File: src/irc_defs.vh
// Constants for the initial reset controller
`ifndef IRC_DEFS_VH
`define IRC_DEFS_VH

// ----------------------------------------------------------------
// Timing
// ----------------------------------------------------------------
`define IRC_SLOW_HZ          32768
`define IRC_TICK_HZ          2
`define IRC_TICK_DIV         16384
`define IRC_KEY_FILT_US      1500
`define IRC_AUTH_MIN_MS      1000

// ----------------------------------------------------------------
// Key combination build options
// ----------------------------------------------------------------
`define IRC_KCOMBO_OFF       2'h0
`define IRC_KCOMBO_ALL4      2'h1
`define IRC_KCOMBO_FIRST3    2'h2
`define IRC_KCOMBO_FIRST2    2'h3

// ----------------------------------------------------------------
// CPU reset values
// ----------------------------------------------------------------
`define IRC_PC_RESET         16'h0110

// ----------------------------------------------------------------
// Port setup write offsets
// ----------------------------------------------------------------
`define IRC_PW_RDATA         3'h0
`define IRC_PW_RSEL          3'h1
`define IRC_PW_PDATA         3'h2
`define IRC_PW_PDIR          3'h3
`define IRC_PW_PSEL          3'h4

// ----------------------------------------------------------------
// Port reset values
// ----------------------------------------------------------------
`define IRC_RDATA_RESET      16'hFFFF
`define IRC_PDIR_RESET       16'h0000
`define IRC_SEL_RESET        16'h0000

`endif

File: src/irc_key_filter.v
// Key combination detector with noise filter and time check
`timescale 1ns/10ps
`default_nettype none
`include "irc_defs.vh"

module irc_key_filter #(
  parameter [1:0] COMBO     = `IRC_KCOMBO_ALL4,
  parameter       AUTH_EN   = 0,
  parameter       FILT_CNT  = 50,
  parameter       AUTH_TICK = 3
) (
  input  wire       i_sys_clk,
  input  wire       i_rst_b,
  input  wire       i_slow_en,
  input  wire       i_tick_rise,
  input  wire [3:0] i_keys,
  output reg        o_key_rst
);

  // ----------------------------------------------------------------
  // Combination select
  // ----------------------------------------------------------------
  function combo_low;
    input [1:0] sel;
    input [3:0] k;
    begin
      case (sel)
        `IRC_KCOMBO_ALL4:   combo_low = ~|k;
        `IRC_KCOMBO_FIRST3: combo_low = ~|k[2:0];
        `IRC_KCOMBO_FIRST2: combo_low = ~|k[1:0];
        default:            combo_low = 1'b0;
      endcase
    end
  endfunction

  wire all_low = combo_low(COMBO, i_keys);

  // ----------------------------------------------------------------
  // Noise filter on slow oscillator edges
  // ----------------------------------------------------------------
  // Counts only slow edges, so it stays idle until the oscillator runs
  reg  [7:0] filt_reg;
  reg  [1:0] auth_reg;
  wire       filt_ok = (filt_reg == FILT_CNT[7:0]);

  always @(posedge i_sys_clk or negedge i_rst_b) begin
    if (!i_rst_b) begin
      filt_reg <= 8'h00;
    end else if (!all_low) begin
      filt_reg <= 8'h00;
    end else if (i_slow_en && !filt_ok) begin
      filt_reg <= filt_reg + 8'h01;
    end
  end

  // ----------------------------------------------------------------
  // Time authorize
  // ----------------------------------------------------------------
  // Third tick edge of a held press lands 1.0 to 1.5 s after it began
  always @(posedge i_sys_clk or negedge i_rst_b) begin
    if (!i_rst_b) begin
      auth_reg <= 2'h0;
    end else if (!filt_ok) begin
      auth_reg <= 2'h0;
    end else if (i_tick_rise && auth_reg != AUTH_TICK[1:0]) begin
      auth_reg <= auth_reg + 2'h1;
    end
  end

  always @(posedge i_sys_clk or negedge i_rst_b) begin
    if (!i_rst_b) begin
      o_key_rst <= 1'b0;
    end else if (AUTH_EN != 0) begin
      o_key_rst <= filt_ok && (auth_reg == AUTH_TICK[1:0]);
    end else begin
      o_key_rst <= filt_ok;
    end
  end

endmodule // irc_key_filter

`default_nettype wire

File: src/irc_top.v
// Initial reset controller: reset latch, key reset, CPU and pin defaults
// Operation
// - Pin low resets; CPU runs after release.
// - Pin latched; cleared on 2 Hz high.
// - Release may lag up to 250 ms.
// - Pin or keys each reset fully.
// - Key combo option: off, four, three, two.
// - Unselected keys do not matter.
// - Filter idle until oscillator starts.
// - Optional time check, 1 to 1.5 s.
// - PC 0110H, interrupt and extension flags cleared.
// - Interrupts masked until both stack pointers written.
// - Extension write sets flag for next instruction.
// - Outputs high, I/O inputs with pull-up.
// - Special pin functions only after software selects.
`timescale 1ns/10ps
`default_nettype none
`include "irc_defs.vh"

module irc_top #(
  parameter [1:0] KEY_COMBO   = `IRC_KCOMBO_ALL4,
  parameter       TIME_AUTH   = 0,
  parameter       SLOW_HZ     = `IRC_SLOW_HZ,
  parameter       TICK_DIV    = `IRC_TICK_DIV,
  parameter       R_WIDTH     = 12,
  parameter       P_WIDTH     = 16,
  parameter [15:0] P_PULLUP   = 16'hFFFF
) (
  input  wire               i_sys_clk,
  input  wire               i_rst_b,
  input  wire               i_reset_pin_b,
  input  wire               i_slow_oscillator_clock,
  input  wire               i_key_input_0,
  input  wire               i_key_input_1,
  input  wire               i_key_input_2,
  input  wire               i_key_input_3,
  input  wire               i_wide_stack_pointer_wr,
  input  wire               i_nibble_stack_pointer_wr,
  input  wire               i_extension_register_wr,
  input  wire               i_instr_done,
  input  wire               i_port_wr,
  input  wire [2:0]         i_port_addr,
  input  wire [15:0]        i_port_wdata,
  input  wire [R_WIDTH-1:0] i_rport_special,
  input  wire [P_WIDTH-1:0] i_pport_special_out,
  input  wire [P_WIDTH-1:0] i_pport_special_oe,
  output reg                o_core_rst,
  output reg                o_cpu_run,
  output reg  [15:0]        o_pc_reset_val,
  output reg                o_int_flag_clr,
  output reg                o_ext_flag,
  output reg                o_int_mask,
  output reg                o_key_reset,
  output reg                o_tick_2hz,
  output reg  [R_WIDTH-1:0] o_rport_out,
  output reg  [P_WIDTH-1:0] o_pport_out,
  output reg  [P_WIDTH-1:0] o_pport_oe,
  output reg  [P_WIDTH-1:0] o_pport_pullup
);

  // ----------------------------------------------------------------
  // Derived counts
  // ----------------------------------------------------------------
  // Least times round up: filter to whole slow clock periods, time check to whole ticks plus one
  localparam integer FILT_CNT  = (`IRC_KEY_FILT_US * SLOW_HZ + 999999) / 1000000;
  localparam integer AUTH_TICK = (`IRC_AUTH_MIN_MS * `IRC_TICK_HZ + 999) / 1000 + 1;
  localparam integer DIV_HALF  = TICK_DIV / 2;
  // Reset words are 16 bits wide; each register takes its own width
  localparam [15:0]  RDATA_RST = `IRC_RDATA_RESET;
  localparam [15:0]  PDIR_RST  = `IRC_PDIR_RESET;
  localparam [15:0]  SEL_RST   = `IRC_SEL_RESET;

  // ----------------------------------------------------------------
  // Slow oscillator sampling
  // ----------------------------------------------------------------
  reg        osc_s1_reg;
  reg        osc_s2_reg;
  reg        osc_s3_reg;
  wire       slow_en = osc_s2_reg && !osc_s3_reg;

  always @(posedge i_sys_clk or negedge i_rst_b) begin
    if (!i_rst_b) begin
      osc_s1_reg <= 1'b0;
      osc_s2_reg <= 1'b0;
      osc_s3_reg <= 1'b0;
    end else begin
      osc_s1_reg <= i_slow_oscillator_clock;
      osc_s2_reg <= osc_s1_reg;
      osc_s3_reg <= osc_s2_reg;
    end
  end

  // ----------------------------------------------------------------
  // 2 Hz divider
  // ----------------------------------------------------------------
  reg  [15:0] div_reg;
  reg  [15:0] div_next;
  reg         tick_prev_reg;
  wire        tick_rise = o_tick_2hz && !tick_prev_reg;

  always @* begin
    div_next = div_reg;
    if (slow_en) begin
      if (div_reg == TICK_DIV[15:0] - 16'h0001) begin
        div_next = 16'h0000;
      end else begin
        div_next = div_reg + 16'h0001;
      end
    end
  end

  always @(posedge i_sys_clk or negedge i_rst_b) begin
    if (!i_rst_b) begin
      div_reg       <= 16'h0000;
      o_tick_2hz    <= 1'b0;
      tick_prev_reg <= 1'b0;
    end else begin
      div_reg       <= div_next;
      o_tick_2hz    <= (div_next >= DIV_HALF[15:0]);
      tick_prev_reg <= o_tick_2hz;
    end
  end

  // ----------------------------------------------------------------
  // Key combination reset
  // ----------------------------------------------------------------
  wire key_rst;

  irc_key_filter #(
    .COMBO     (KEY_COMBO),
    .AUTH_EN   (TIME_AUTH),
    .FILT_CNT  (FILT_CNT),
    .AUTH_TICK (AUTH_TICK)
  ) u_key_filter (
    .i_sys_clk   (i_sys_clk),
    .i_rst_b     (i_rst_b),
    .i_slow_en   (slow_en),
    .i_tick_rise (tick_rise),
    .i_keys      ({i_key_input_3, i_key_input_2, i_key_input_1, i_key_input_0}),
    .o_key_rst   (key_rst)
  );

  always @(posedge i_sys_clk or negedge i_rst_b) begin
    if (!i_rst_b) begin
      o_key_reset <= 1'b0;
    end else begin
      o_key_reset <= key_rst;
    end
  end

  // ----------------------------------------------------------------
  // Reset latch
  // ----------------------------------------------------------------
  // Set wins over release, so a request during the tick is never lost
  wire rst_set = !i_reset_pin_b || key_rst;
  reg  rst_latch_reg;

  always @(posedge i_sys_clk or negedge i_rst_b) begin
    if (!i_rst_b) begin
      rst_latch_reg <= 1'b1;
    end else if (rst_set) begin
      rst_latch_reg <= 1'b1;
    end else if (o_tick_2hz) begin
      rst_latch_reg <= 1'b0;
    end
  end

  always @(posedge i_sys_clk or negedge i_rst_b) begin
    if (!i_rst_b) begin
      o_core_rst     <= 1'b1;
      o_cpu_run      <= 1'b0;
      o_int_flag_clr <= 1'b1;
      o_pc_reset_val <= `IRC_PC_RESET;
    end else begin
      o_core_rst     <= rst_latch_reg;
      o_cpu_run      <= !rst_latch_reg;
      o_int_flag_clr <= rst_latch_reg;
      o_pc_reset_val <= `IRC_PC_RESET;
    end
  end

  // ----------------------------------------------------------------
  // Stack pointer interrupt mask
  // ----------------------------------------------------------------
  reg sp_wide_reg;
  reg sp_nib_reg;
  reg both_set;

  always @* begin
    both_set = sp_wide_reg && sp_nib_reg;
  end

  always @(posedge i_sys_clk or negedge i_rst_b) begin
    if (!i_rst_b) begin
      sp_wide_reg <= 1'b0;
      sp_nib_reg  <= 1'b0;
    end else if (o_core_rst) begin
      sp_wide_reg <= 1'b0;
      sp_nib_reg  <= 1'b0;
    end else if (i_wide_stack_pointer_wr && i_nibble_stack_pointer_wr) begin
      sp_wide_reg <= 1'b1;
      sp_nib_reg  <= 1'b1;
    end else if (i_wide_stack_pointer_wr) begin
      // Rewriting one pointer re-masks until its partner follows
      sp_wide_reg <= 1'b1;
      sp_nib_reg  <= both_set ? 1'b0 : sp_nib_reg;
    end else if (i_nibble_stack_pointer_wr) begin
      sp_nib_reg  <= 1'b1;
      sp_wide_reg <= both_set ? 1'b0 : sp_wide_reg;
    end
  end

  always @(posedge i_sys_clk or negedge i_rst_b) begin
    if (!i_rst_b) begin
      o_int_mask <= 1'b1;
    end else begin
      o_int_mask <= o_core_rst || !both_set;
    end
  end

  // ----------------------------------------------------------------
  // Extension flag
  // ----------------------------------------------------------------
  // Write sets it; the end of the following instruction clears it
  reg ext_armed_reg;

  always @(posedge i_sys_clk or negedge i_rst_b) begin
    if (!i_rst_b) begin
      o_ext_flag    <= 1'b0;
      ext_armed_reg <= 1'b0;
    end else if (o_core_rst) begin
      o_ext_flag    <= 1'b0;
      ext_armed_reg <= 1'b0;
    end else if (i_extension_register_wr) begin
      o_ext_flag    <= 1'b1;
      ext_armed_reg <= i_instr_done;
    end else if (i_instr_done) begin
      if (ext_armed_reg) begin
        o_ext_flag    <= 1'b0;
        ext_armed_reg <= 1'b0;
      end else begin
        ext_armed_reg <= o_ext_flag;
      end
    end
  end

  // ----------------------------------------------------------------
  // Shared pin setup registers
  // ----------------------------------------------------------------
  reg [R_WIDTH-1:0] rdata_reg;
  reg [R_WIDTH-1:0] rsel_reg;
  reg [P_WIDTH-1:0] pdata_reg;
  reg [P_WIDTH-1:0] pdir_reg;
  reg [P_WIDTH-1:0] psel_reg;
  wire              pw = i_port_wr && !o_core_rst;

  always @(posedge i_sys_clk or negedge i_rst_b) begin
    if (!i_rst_b) begin
      rdata_reg <= RDATA_RST[R_WIDTH-1:0];
      rsel_reg  <= SEL_RST[R_WIDTH-1:0];
      pdata_reg <= RDATA_RST[P_WIDTH-1:0];
      pdir_reg  <= PDIR_RST[P_WIDTH-1:0];
      psel_reg  <= SEL_RST[P_WIDTH-1:0];
    end else if (o_core_rst) begin
      rdata_reg <= RDATA_RST[R_WIDTH-1:0];
      rsel_reg  <= SEL_RST[R_WIDTH-1:0];
      pdata_reg <= RDATA_RST[P_WIDTH-1:0];
      pdir_reg  <= PDIR_RST[P_WIDTH-1:0];
      psel_reg  <= SEL_RST[P_WIDTH-1:0];
    end else if (pw) begin
      case (i_port_addr)
        `IRC_PW_RDATA: rdata_reg <= i_port_wdata[R_WIDTH-1:0];
        `IRC_PW_RSEL:  rsel_reg  <= i_port_wdata[R_WIDTH-1:0];
        `IRC_PW_PDATA: pdata_reg <= i_port_wdata[P_WIDTH-1:0];
        `IRC_PW_PDIR:  pdir_reg  <= i_port_wdata[P_WIDTH-1:0];
        `IRC_PW_PSEL:  psel_reg  <= i_port_wdata[P_WIDTH-1:0];
        default:       rdata_reg <= rdata_reg;
      endcase
    end
  end

  // ----------------------------------------------------------------
  // Pin drive
  // ----------------------------------------------------------------
  // Registered so pins never glitch while functions switch over
  reg [P_WIDTH-1:0] oe_next;

  always @* begin
    oe_next = (psel_reg & i_pport_special_oe) | (~psel_reg & pdir_reg);
  end

  always @(posedge i_sys_clk or negedge i_rst_b) begin
    if (!i_rst_b) begin
      o_rport_out    <= {R_WIDTH{1'b1}};
      o_pport_out    <= {P_WIDTH{1'b1}};
      o_pport_oe     <= {P_WIDTH{1'b0}};
      o_pport_pullup <= P_PULLUP[P_WIDTH-1:0];
    end else begin
      o_rport_out    <= (rsel_reg & i_rport_special) | (~rsel_reg & rdata_reg);
      o_pport_out    <= (psel_reg & i_pport_special_out) | (~psel_reg & pdata_reg);
      o_pport_oe     <= oe_next;
      o_pport_pullup <= P_PULLUP[P_WIDTH-1:0] & ~oe_next;
    end
  end

endmodule // irc_top

`default_nettype wire

File: config.mk
export PLATFORM = sky130hd
export DESIGN_NAME = irc_top
export DESIGN_NICKNAME = d
export VERILOG_FILES = /design/src/irc_key_filter.v /design/src/irc_top.v
export VERILOG_INCLUDE_DIRS = /design/src
export SDC_FILE = /design/constraint.sdc
export NUM_CORES = 1
export LEC_CHECK = 0
export ABC_AREA = 1
export BUFFER_PORTS_ARGS = -buffer_cell sky130_fd_sc_hd__buf_2
export CORE_AREA = 2 2 138 140
export DETAILED_ROUTE_END_ITERATION = 6
export DIE_AREA = 0 0 140 142
export GPL_TIMING_DRIVEN = 0
export PLACE_DENSITY = 0.63
export SLEW_MARGIN = 20
export SYNTH_ARGS = -nofsm -noshare
export SYNTH_HDL_FRONTEND = slang
export SYNTH_HIERARCHICAL = 1
export SYNTH_SLANG_ARGS = --single-unit
File: constraint.sdc
create_clock -name i_sys_clk -period 1.82 [get_ports i_sys_clk]
set_clock_uncertainty 0.2 [all_clocks]
set_input_delay 0.182 -clock i_sys_clk [delete_from_list [all_inputs] [get_ports i_sys_clk]]
set_output_delay 0.182 -clock i_sys_clk [all_outputs]
set_load 0.01 [all_outputs]
## Yosys cells after proc, flatten, opt, wreduce, memory -nomap -nowiden

Index checks and enable logic that the tools add are counted.

- Input port bits: 76
- Output and inout bits: 83
- Word-level logic and storage cells: 116
- Bits in registers: 170

- Reduce and logical (&&, ||, !) cells: 33
- Bitwise logic cells: 12
- Mux-type cells: 36
- Equal/unequal tests: 7
- $lt $le $gt $ge: 1
- $add $sub $neg: 2

Operator list:

| cell | count |
|---|---|
| $mux 16 | 11 |
| $mux 12 | 6 |
| $and 16x16->16 | 4 |
| $not 16->16 | 2 |
| $or 16x16->16 | 2 |
| $and 12x12->12 | 2 |
| $mux 1 | 17 |
| $add 16x1->16 const B | 1 |
| $eq 16x14->1 const B | 1 |
| $ge 16x14->1 const B | 1 |
| $mux 8 | 2 |
| $reduce_bool 2->1 | 8 |
| $reduce_and 2->1 | 7 |
| $not 12->12 | 1 |
| $or 12x12->12 | 1 |
| $add 8x1->8 const B | 1 |
| $eq 8x6->1 const B | 1 |
| $reduce_bool 4->1 | 2 |
| $eq 3x2->1 const B | 2 |
| $logic_not 1->1 | 6 |
| $logic_and 1x1->1 | 5 |
| $ne 4x1->1 const B | 1 |
| $reduce_or 4->1 | 1 |
| $eq 3x1->1 const B | 1 |
| other kinds (4) | 5 |

## Longest topological paths before layout

Gate-level depths: netlist of the first run.

- Word-level depth: 6
- Depth in mapped cells: 8
- Mapped depth without buffers: 8

## Modules after synthesis

The synthesis of the first run kept the hierarchy.

By module, submodules not included:

| module | instances | area each (sq um) | seq. area each (sq um) | cells an instance |
|---|---|---|---|---|
| irc_top | 1 | 6688.9 | 4147.7 | 671 |
| irc_key_filter | 1 | 564.3 | 225.2 | 80 |

## Worst setup path after synthesis of the first run

OpenSTA, ideal clock, no wires.

- Path kind: reg-to-reg
- Start point: register, netlist name o_int_flag_clr
- End point: register pdir_reg[10]
- Cell stages (with the launch flop): 5
- Library setup time: 125 ps
- Setup slack: 268 ps
- Arrival time: 1227 ps
- Cells stage by stage: dfstp_2 > inv_2 > nand2_4 > buf_12 > mux2_4

RTL lines:

| element | line | text |
|---|---|---|
| end signal, assigned | irc_top.v:262 | `pdir_reg <= PDIR_RST[P_WIDTH-1:0];` |
| end signal, assigned | irc_top.v:268 | `pdir_reg <= PDIR_RST[P_WIDTH-1:0];` |
| end signal, assigned | irc_top.v:275 | `` `IRC_PW_PDIR: pdir_reg <= i_port_wdata[P_WIDTH-1:0]; `` |
| end, declared | irc_top.v:253 | `reg [P_WIDTH-1:0] pdir_reg;` |

## Worst setup path in the final report of the first run

- Start point: input port i_key_input_2
- End point: register u_key_filter.filt_reg[7]

- Word-level cells in the longest chain between the ends: 2
- Elaborated cells on any way between the ends: 3

Ends and longest elaborated chain:

| element | line | text |
|---|---|---|
| start, declared | irc_top.v:35 | `input wire i_key_input_2,` |
| $reduce_or 4->1 (*) | irc_key_filter.v:28 | `` `IRC_KCOMBO_ALL4: combo_low = ~\|k; `` |
| $mux 8 or $reduce_bool 2->1 (tied branches) | n/a |  |
| end signal, assigned | irc_key_filter.v:52 | `filt_reg <= filt_reg + 8'h01;` |
| end, declared | irc_key_filter.v:42 | `reg [7:0] filt_reg;` |

Mark *: on every way between the ends. The rest lies on a longest branch, timed or not.
A chain may end at the register's enable or synchronous reset.

==> run metrics, run 1 <==
met2 wire len=8.22 mm; Crit path arrival time=1.90 ns; Leakage Power=0.00512 uW; gpl congestion=0.810; detailed-router iteration count before antenna repair=7; final worst slack=0.0741 ns; crit path launch type=primary input; CP Max Fanout=7; met3 wire len=798 um; first-pass GRT wire length=27.2 mm; initial antenna violation count=0; Longest Clk Path Bufs=2; Residual DRC=14; Final setup viols=0; Via density=4.40; cell depth of the worst flop-to-flop path=4; Placed Cells=1,140; DRT met1 WL=7.72 mm; Worst setup endpoint=u_key_filter/filt_reg[7]$_DFFE_PN0P_; Mapped Cells=749; wire length per cell=13.5 um; achievable clock frequency=0.573 GHz; GR Util All Layers=17.8%; # rows=50; largest net degree at the start of global routing=98; Final Util=52.7%; worst min-delay path class=in -> reg; Worst-Skew Late Latency=0.42 ns; worst reg2reg setup slack=0.16 ns; H-tree Lvls=4; synthesized area=7220 sq um; clock slew at reported path FFs=0.06 ns; area grow syn2layout=34.7%; post-layout net count=1,077; Max Cap Viol=0; Crit. Startpoint=i_key_input_2; CP Capture Type=flop; fin crit share=95.9%; RSZ-0062 raised after global routing=false; Period minus WS final=1.75 ns; vias in the first global route=5,359; Worst-Margin Slew=0.566 ns; clk sinks=170; Die X=140 um; fin cells=1,245; total number of vias=5,482; Synthesis Warnings=6; PwrDens=863 nW/um^2; Initial Utilization=39.1%; Max VDD drop=0.000640 V; Top Metal Used=met4; Chip Height=142 um; Max Slew Vio Count=0; Detail Route Antenna Nets=0; DP HPWL=11.4 mm; antenna cells=0; grt ovf=0; Mean Syn Cell Area=9.65 sq um; DR iter-0 viols=337; Max-slew headroom=62.3%; failing checks=DRC; area of the die=19,900 sq um; run status=complete, but fails checks; final hold violations=0; Routed Wire Length=16.8 mm; Worst R2R Start=o_int_flag_clr$_DFF_PN1_; # fillers=1,640; Crit path required time=1.98 ns; CTS tree=yes; CTS buffer count=17; Ports=159; type of the worst setup path=in -> reg; PortBufs=142; Core ar.=18,500 sq um; reg-to-reg endpoint=pdir_reg[6]$_DFFE_PN0P_; CTS Root Cell=clkbuf_16; layout cells sized above 1=32.8%; Setup TNS=0 ns; post-place setup slack=-0.00624 ns
## critical path, stage by stage
cell and delay, ns:
dlygate4sd3_1 0.53, buf_2 0.12, nor2_1 0.07, nand3_1 0.08
dlygate4sd3_1 0.60, nor2_4 0.18, nand2_1 0.08, nand2_1 0.07
## worst min-delay path by stage
stage / from / end / slack, ns / cells after the start
after global placement: i_slow_oscillator_clock / osc_s1_reg$_DFF_PN0_ / 0.09 / 1
after floorplan: i_rst_b / div_reg[0]$_DFF_PN0_ / -0.31 / 0
after detailed placement: i_rst_b / o_pport_oe[5]$_DFF_PN0_ / -0.005 / 1
after global routing: i_port_addr[1] / pdata_reg[12]$_DFFE_PN1P_ / 0.05 / 5
final: i_port_addr[1] / pdata_reg[12]$_DFFE_PN1P_ / 0.03 / 5
after CTS: i_port_addr[1] / pdata_reg[12]$_DFFE_PN1P_ / 0.007 / 5
## routing by layer
metal,global-route usage (%),vias to the layer above
met2,29.2,135
met5,0,-
met1,23.5,2536
met3,4.64,8
met4,4.94,0
li1,-,2803
## cells in the final DEF (no fill, tap or decap), types with 7 or more instances in the layout
cell type / n
buf_2: 147
nand3_1: 38
dfrtp_1: 95
nand4_1: 7
o21ai_0: 82
buf_4: 25
conb_1: 16
clkbuf_16: 17
mux2_4: 10
xor2_1: 7
dlygate4sd3_1: 72
or2_2: 16
o21ai_1: 14
dfstp_2: 75
nand2_1: 170
inv_1: 112
nor2_1: 49
## power by group
part	switching, uW	internal, uW
sequential	54.3	3840
combinational	221	240
clock	1460	2590
## metrics by stage
step           hold slack (ns)  power, uW  area (sq um)
2_1_floorplan           -0.314       4100          7280
3_3_place_gp            0.0930       4290          8280
3_5_place_dp          -0.00544       4300          8320
4_1_cts                0.00677       8500          9710
5_1_grt                 0.0529       8750          9730
6_report                0.0322       8400          9730
## final cells by class
type | count | area (sq um) | area share (%)
inverter | 115 | 432 | 4.44
tap | 234 | 293 | 3.01
clock buffer | 22 | 484 | 4.97
buffer | 33 | 249 | 2.56
multi-input combinational | 445 | 2250 | 23.1
sequential | 170 | 4350 | 44.7
timing repair buffer | 216 | 1490 | 15.3
clock inverter | 10 | 188 | 1.93
## timing repair
action | in CTS | in global routing
resized for setup | 1 | 0
pin swaps | 0 | 1
setup endpoints to repair | 5 | 22
buffers inserted | 0 | 1
endpoints found under the hold margin | 206 | 0
hold buffers | 72 | 0
Power figures use the tool's default switching activity.
==> run 2: changes to the inputs <==
GPL_ROUTABILITY_DRIVEN = 0   (was unset)
MAX_ROUTING_LAYER = met4   (was unset)
==> run 2 against run 1 <==
The flow still finishes with violations (DRC); clock power about the same; final cell count unchanged; worst hold slack got worse by 0.0012 ns; global-route usage increased by 0.50 points; via count decreased by 0.69%; clock-buffer cell count unchanged; largest power group unchanged; sequential cell count unchanged; non-clock buffer count unchanged; worst setup slack improved by 0.0068 ns; die area unchanged; final area unchanged; sequential share of layout area unchanged.
==> run metrics, run 2 (same netlist as run 1, synthesis figures left out) <==
Critical Path Max Stage Delay=0.60 ns; CP Capture Type=flop; Via density=4.37; type of the worst setup path=in -> reg; area of the die=19,900 sq um; CP Max Fanout=7; fin cells=1,245; GR Util All Layers=18.3%; CTS tree=yes; Buf/Inv on CP=3; Placed Cells=1,140; CTS buffer count=17; Routed Wire Length=16.9 mm; grt ovf=0; crit path launch type=primary input; failing checks=DRC; DR iter-0 viols=320; final hold violations=0; antenna cells=0; area grow syn2layout=34.7%; Max VDD drop=0.000639 V; worst min-delay path class=in -> reg; clock slew at reported path FFs=0.06 ns; Final Util=52.7%; PortBufs=142; most common cell after layout, fill and taps aside=nand2_1; worst-path cell chain=dlygate4sd3_1 -> buf_2 -> nor2_1 -> nand3_1 -> dlygate4sd3_1 -> nor2_4 -> nand2_1 -> nand2_1; Longest Clk Path Bufs=2; CP max stage cell=dlygate4sd3_1; Ports=159; final worst slack=0.0809 ns; first-pass GRT wire length=27.2 mm; Die X=140 um; wire length per cell=13.6 um; RSZ-0062 raised after global routing=false; Leakage Power=0.00512 uW; post-layout net count=1,077; PwrDens=864 nW/um^2; Max Slew Vio Count=0; DP HPWL=11.4 mm; detailed-router iteration count before antenna repair=7; achievable clock frequency=0.575 GHz; CTS Root Cell=clkbuf_16; H-tree Lvls=4; clk sinks=170; layout cells sized above 1=32.8%; largest net degree at the start of global routing=98; # rows=50; Max Cap Viol=0; Residual DRC=14; most frequent cells in the layout=170 x nand2_1, 147 x buf_2, 112 x inv_1; Crit path arrival time=1.90 ns; post-place setup slack=-0.00624 ns; fin crit share=95.6%; Chip Height=142 um; run status=complete, but fails checks; initial antenna violation count=0; Top Family by Delay on Critical Path=buffers and inverters; Detail Route Antenna Nets=0; Period minus WS final=1.74 ns; Initial Utilization=39.1%; Worst-Skew Late Latency=0.42 ns; Core ar.=18,500 sq um; vias in the first global route=5,367; Max-slew headroom=62.9%; Final setup viols=0; total number of vias=5,444; Crit path required time=1.98 ns; hold slack final=0.0310 ns; Worst-Margin Slew=0.557 ns
==> run 2: cell counts in the layout (fill, tap and decap cells not counted) <==
Identical to the previous run, type by type.
==> run 2: where the power goes <==
group / internal [uW] / switching [uW]
logic: 240 / 220
clock network: 2590 / 1470
registers: 3840 / 54.4
total: 6670 / 1740
==> run 2: repair_timing <==
action                     in CTS  in global routing
setup endpoints to repair       5                 24
hold endpoints to repair      206                  0
hold buffers                   72                  0
gates resized for setup         1                  0
pin swaps                       0                  1
setup buffers                   0                  1
==> run 2: path summary, 6_finish.rpt <==
kind,from,to,slack (ns),cells past startpoint
worst min register to register,osc_s1_reg$_DFF_PN0_,osc_s2_reg$_DFF_PN0_,0.15,0
worst max-delay path,i_key_input_2,u_key_filter/filt_reg[7]$_DFFE_PN0P_,0.08,8
max in group asynchronous,i_rst_b,o_pport_out[15]$_DFF_PN1_,0.40,3
worst max register to register,div_reg[1]$_DFF_PN0_,div_reg[11]$_DFF_PN0_,0.16,6
min in group asynchronous,i_rst_b,o_pport_oe[5]$_DFF_PN0_,0.12,2
worst min-delay path,i_port_addr[1],pdata_reg[12]$_DFFE_PN1P_,0.03,5
==> run 2: worst min-delay path, cell delays in order <==
cell and delay, ns:
buf_2 0.12, nand2_1 0.10, o31ai_4 0.08, o21ai_0 0.06
o21ai_0 0.08
==> run 2: per-stage QoR <==
step	TNS, ns	cell area, sq um	power [uW]
2_1_floorplan	0	7280	4100
3_3_place_gp	-307.28	8280	4290
3_5_place_dp	-0.00624	8320	4300
4_1_cts	0	9710	8500
5_1_grt	0	9730	8740
6_report	0	9730	8410
==> run 2: layer usage <==
metal | part of all wire [%] | global-route usage [%] | vias to the layer above
met5 | 0 | - | -
met4 | 0.83 | 5.10 | 0
met3 | 4.2 | 3.94 | 12
met2 | 48 | 29.3 | 130
met1 | 47 | 23.7 | 2508
li1 | - | - | 2794
==> run 2: area by class of cell <==
| class | count | area [sq um] |
|---|---|---|
| well taps | 234 | 293 |
| multi-input cells | 445 | 2250 |
| clock inverters | 10 | 188 |
| inverters | 115 | 432 |
| fillers | 1640 | 8720 |
| clock buffers | 22 | 484 |
| flip-flops and latches | 170 | 4350 |
| repair buffers | 216 | 1490 |
| plain buffers | 33 | 249 |
==> run 3: changes to the inputs <==
CORE_AREA = 2 2 159 161   (was 2 2 138 140)
DIE_AREA = 0 0 161 163   (was 0 0 140 142)
PLACE_DENSITY = 0.61   (was 0.63)
==> run 3 against run 2 <==
The flow finishes with violations (hold timing); sequential cell count did not move; sequential power barely moved; highest routed layer unchanged; combinational power barely moved; utilization fell by 13 points; largest cell class unchanged; fmax rose by 1.2%; critical endpoint is now pdir_reg[3]$_DFFE_PN0P_; worst hold slack got worse by 0.039 ns; non-clock buffer count rose by 1.
==> run metrics, run 3 (same netlist as run 1, synthesis figures left out) <==
CTS Root Cell=clkbuf_16; failing checks=hold timing; Worst-Skew Late Latency=0.43 ns; grt ovf=0; CP Capture Type=flop; area grow syn2layout=36.2%; fin crit share=94.4%; post-place setup slack=-0.0413 ns; largest net degree at the start of global routing=92; Routed Wire Length=18.5 mm; Placed Cells=1,236; Max VDD drop=0.000531 V; most common cell after layout, fill and taps aside=nand2_1; total power=8460 uW; worst reg2reg setup slack=0.10 ns; # rows=58; first-pass GRT wire length=29.1 mm; Critical Path Max Stage Delay=0.56 ns; final hold violations=7; Max-slew headroom=58.3%; RSZ-0062 raised after global routing=true; GR Util met1=19.3%; Worst path depth=4; Ports=159; fin cells=1,342; busiest layer in global routing=met2; Worst-Margin Slew=0.626 ns; CTS buffer count=17; CP Max Fanout=10; Crit path required time=1.93 ns; most frequent cells in the layout=169 x nand2_1, 148 x buf_2, 112 x inv_1; hold slack final=-0.00806 ns; DP HPWL=12.7 mm; Max Cap Viol=0; CP max stage cell=dfstp_2; Leakage Power=0.00512 uW; PwrDens=860 nW/um^2; initial antenna violation count=0; worst-path cell chain=buf_4 -> buf_2 -> nor2_1 -> mux2_4; # fillers=2,457; Longest Clk Path Bufs=2; H-tree Lvls=4; CTS tree=yes; Setup TNS=0 ns; run status=complete, but fails checks; Via density=4.16; detailed-router iteration count before antenna repair=4; Chip Height=163 um; layout cells sized above 1=33.2%; area of the die=26,200 sq um; total number of vias=5,589; Global Route met3 Usage=3.06%; Crit path arrival time=1.82 ns; type of the worst setup path=reg -> reg; PortBufs=142; wire length per cell=13.8 um; Period minus WS final=1.72 ns; clk sinks=170; clock slew at reported path FFs=0.07 ns; met2 usage=24.6%; crit path launch type=flop; Detail Route Antenna Nets=0; cell depth of the worst flop-to-flop path=4; Top Family by Delay on Critical Path=flip-flops; hold path cells=6; Die X=161 um; final worst slack=0.102 ns; Max Slew Vio Count=0; GR Util All Layers=15.0%; Residual DRC=0; post-layout net count=1,078; Initial Utilization=29.3%; worst min-delay path class=in -> reg; antenna cells=0; DR iter-0 viols=283; achievable clock frequency=0.582 GHz; Buf/Inv on CP=2; Final setup viols=0; Core ar.=24,700 sq um; vias in the first global route=5,604
run 3: cell types whose count changed in the layout (fill, tap and decap cells not counted), sizes merged:
| cell | previous run | this run |
|---|---|---|
| buf | 177 | 179 |
| clkbuf | 22 | 19 |
| dlygate4sd3 | 72 | 71 |
| inv | 115 | 117 |
| clkinv | 3 | 5 |
| clkinvlp | 2 | 1 |
run 3: layout make-up:
class	instances	area (sq um)	share of cell area [%]
inverter	115	432	4.39
tap	330	413	4.20
clock buffer	19	453	4.60
multi-input combinational	445	2250	22.9
clock inverter	13	214	2.17
buffer	33	246	2.50
sequential	170	4350	44.2
timing repair buffer	217	1480	15.1
run 3: worst paths after layout:
path	startpoint	endpoint
worst max-delay path	o_int_flag_clr$_DFF_PN1_	pdir_reg[3]$_DFFE_PN0P_
worst min-delay path	i_key_input_3	u_key_filter/filt_reg[6]$_DFFE_PN0P_
worst max register to register	o_int_flag_clr$_DFF_PN1_	pdir_reg[3]$_DFFE_PN0P_
worst min register to register	osc_s1_reg$_DFF_PN0_	osc_s2_reg$_DFF_PN0_
max in group asynchronous	i_rst_b	o_pport_out[12]$_DFF_PN1_
min in group asynchronous	i_rst_b	o_pport_oe[5]$_DFF_PN0_
run 3: where the power goes:
group / switching (uW) / leakage (uW) / total, uW / internal (uW)
combinational: 224 / 0.00269 / 462 / 238
clock: 1570 / 0.000326 / 4100 / 2530
sequential: 63.5 / 0.00210 / 3900 / 3840
total: 1860 / 0.00512 / 8460 / 6610
run 3: worst reg2reg max path, cell delays in order (launching register included):
cell     delay (ns)
dfstp_2        0.56
buf_4          0.15
buf_2          0.28
nor2_1         0.15
mux2_4         0.27
run 3: per-layer routing:
metal  up-vias  share of wire, %
met2       149                48
met1      2627                47
met4         0              0.55
met5         -                 0
li1       2802                 -
met3        11               4.5
run 3: timing repair:
| item | CTS | global route |
|---|---|---|
| setup buffers | 3 | 0 |
| hold buffers | 72 | 0 |
| hold endpoints to repair | 212 | 0 |
| endpoints found under the setup margin | 36 | 9 |
| gates resized for setup | 1 | 0 |
| pin swaps | 0 | 1 |
| cloned | 0 | 0 |
run 3: metrics by stage:
stage / utilization [%] / cell area [sq um] / hold WS, ns
after global routing: 39.9 / 9840 / 0.0509
after global placement: 34.0 / 8400 / 0.0948
after detailed placement: 34.2 / 8440 / 0.00565
after CTS: 39.9 / 9850 / 0.0182
after floorplan: - / 7280 / -0.314
final: 39.9 / 9840 / -0.00806
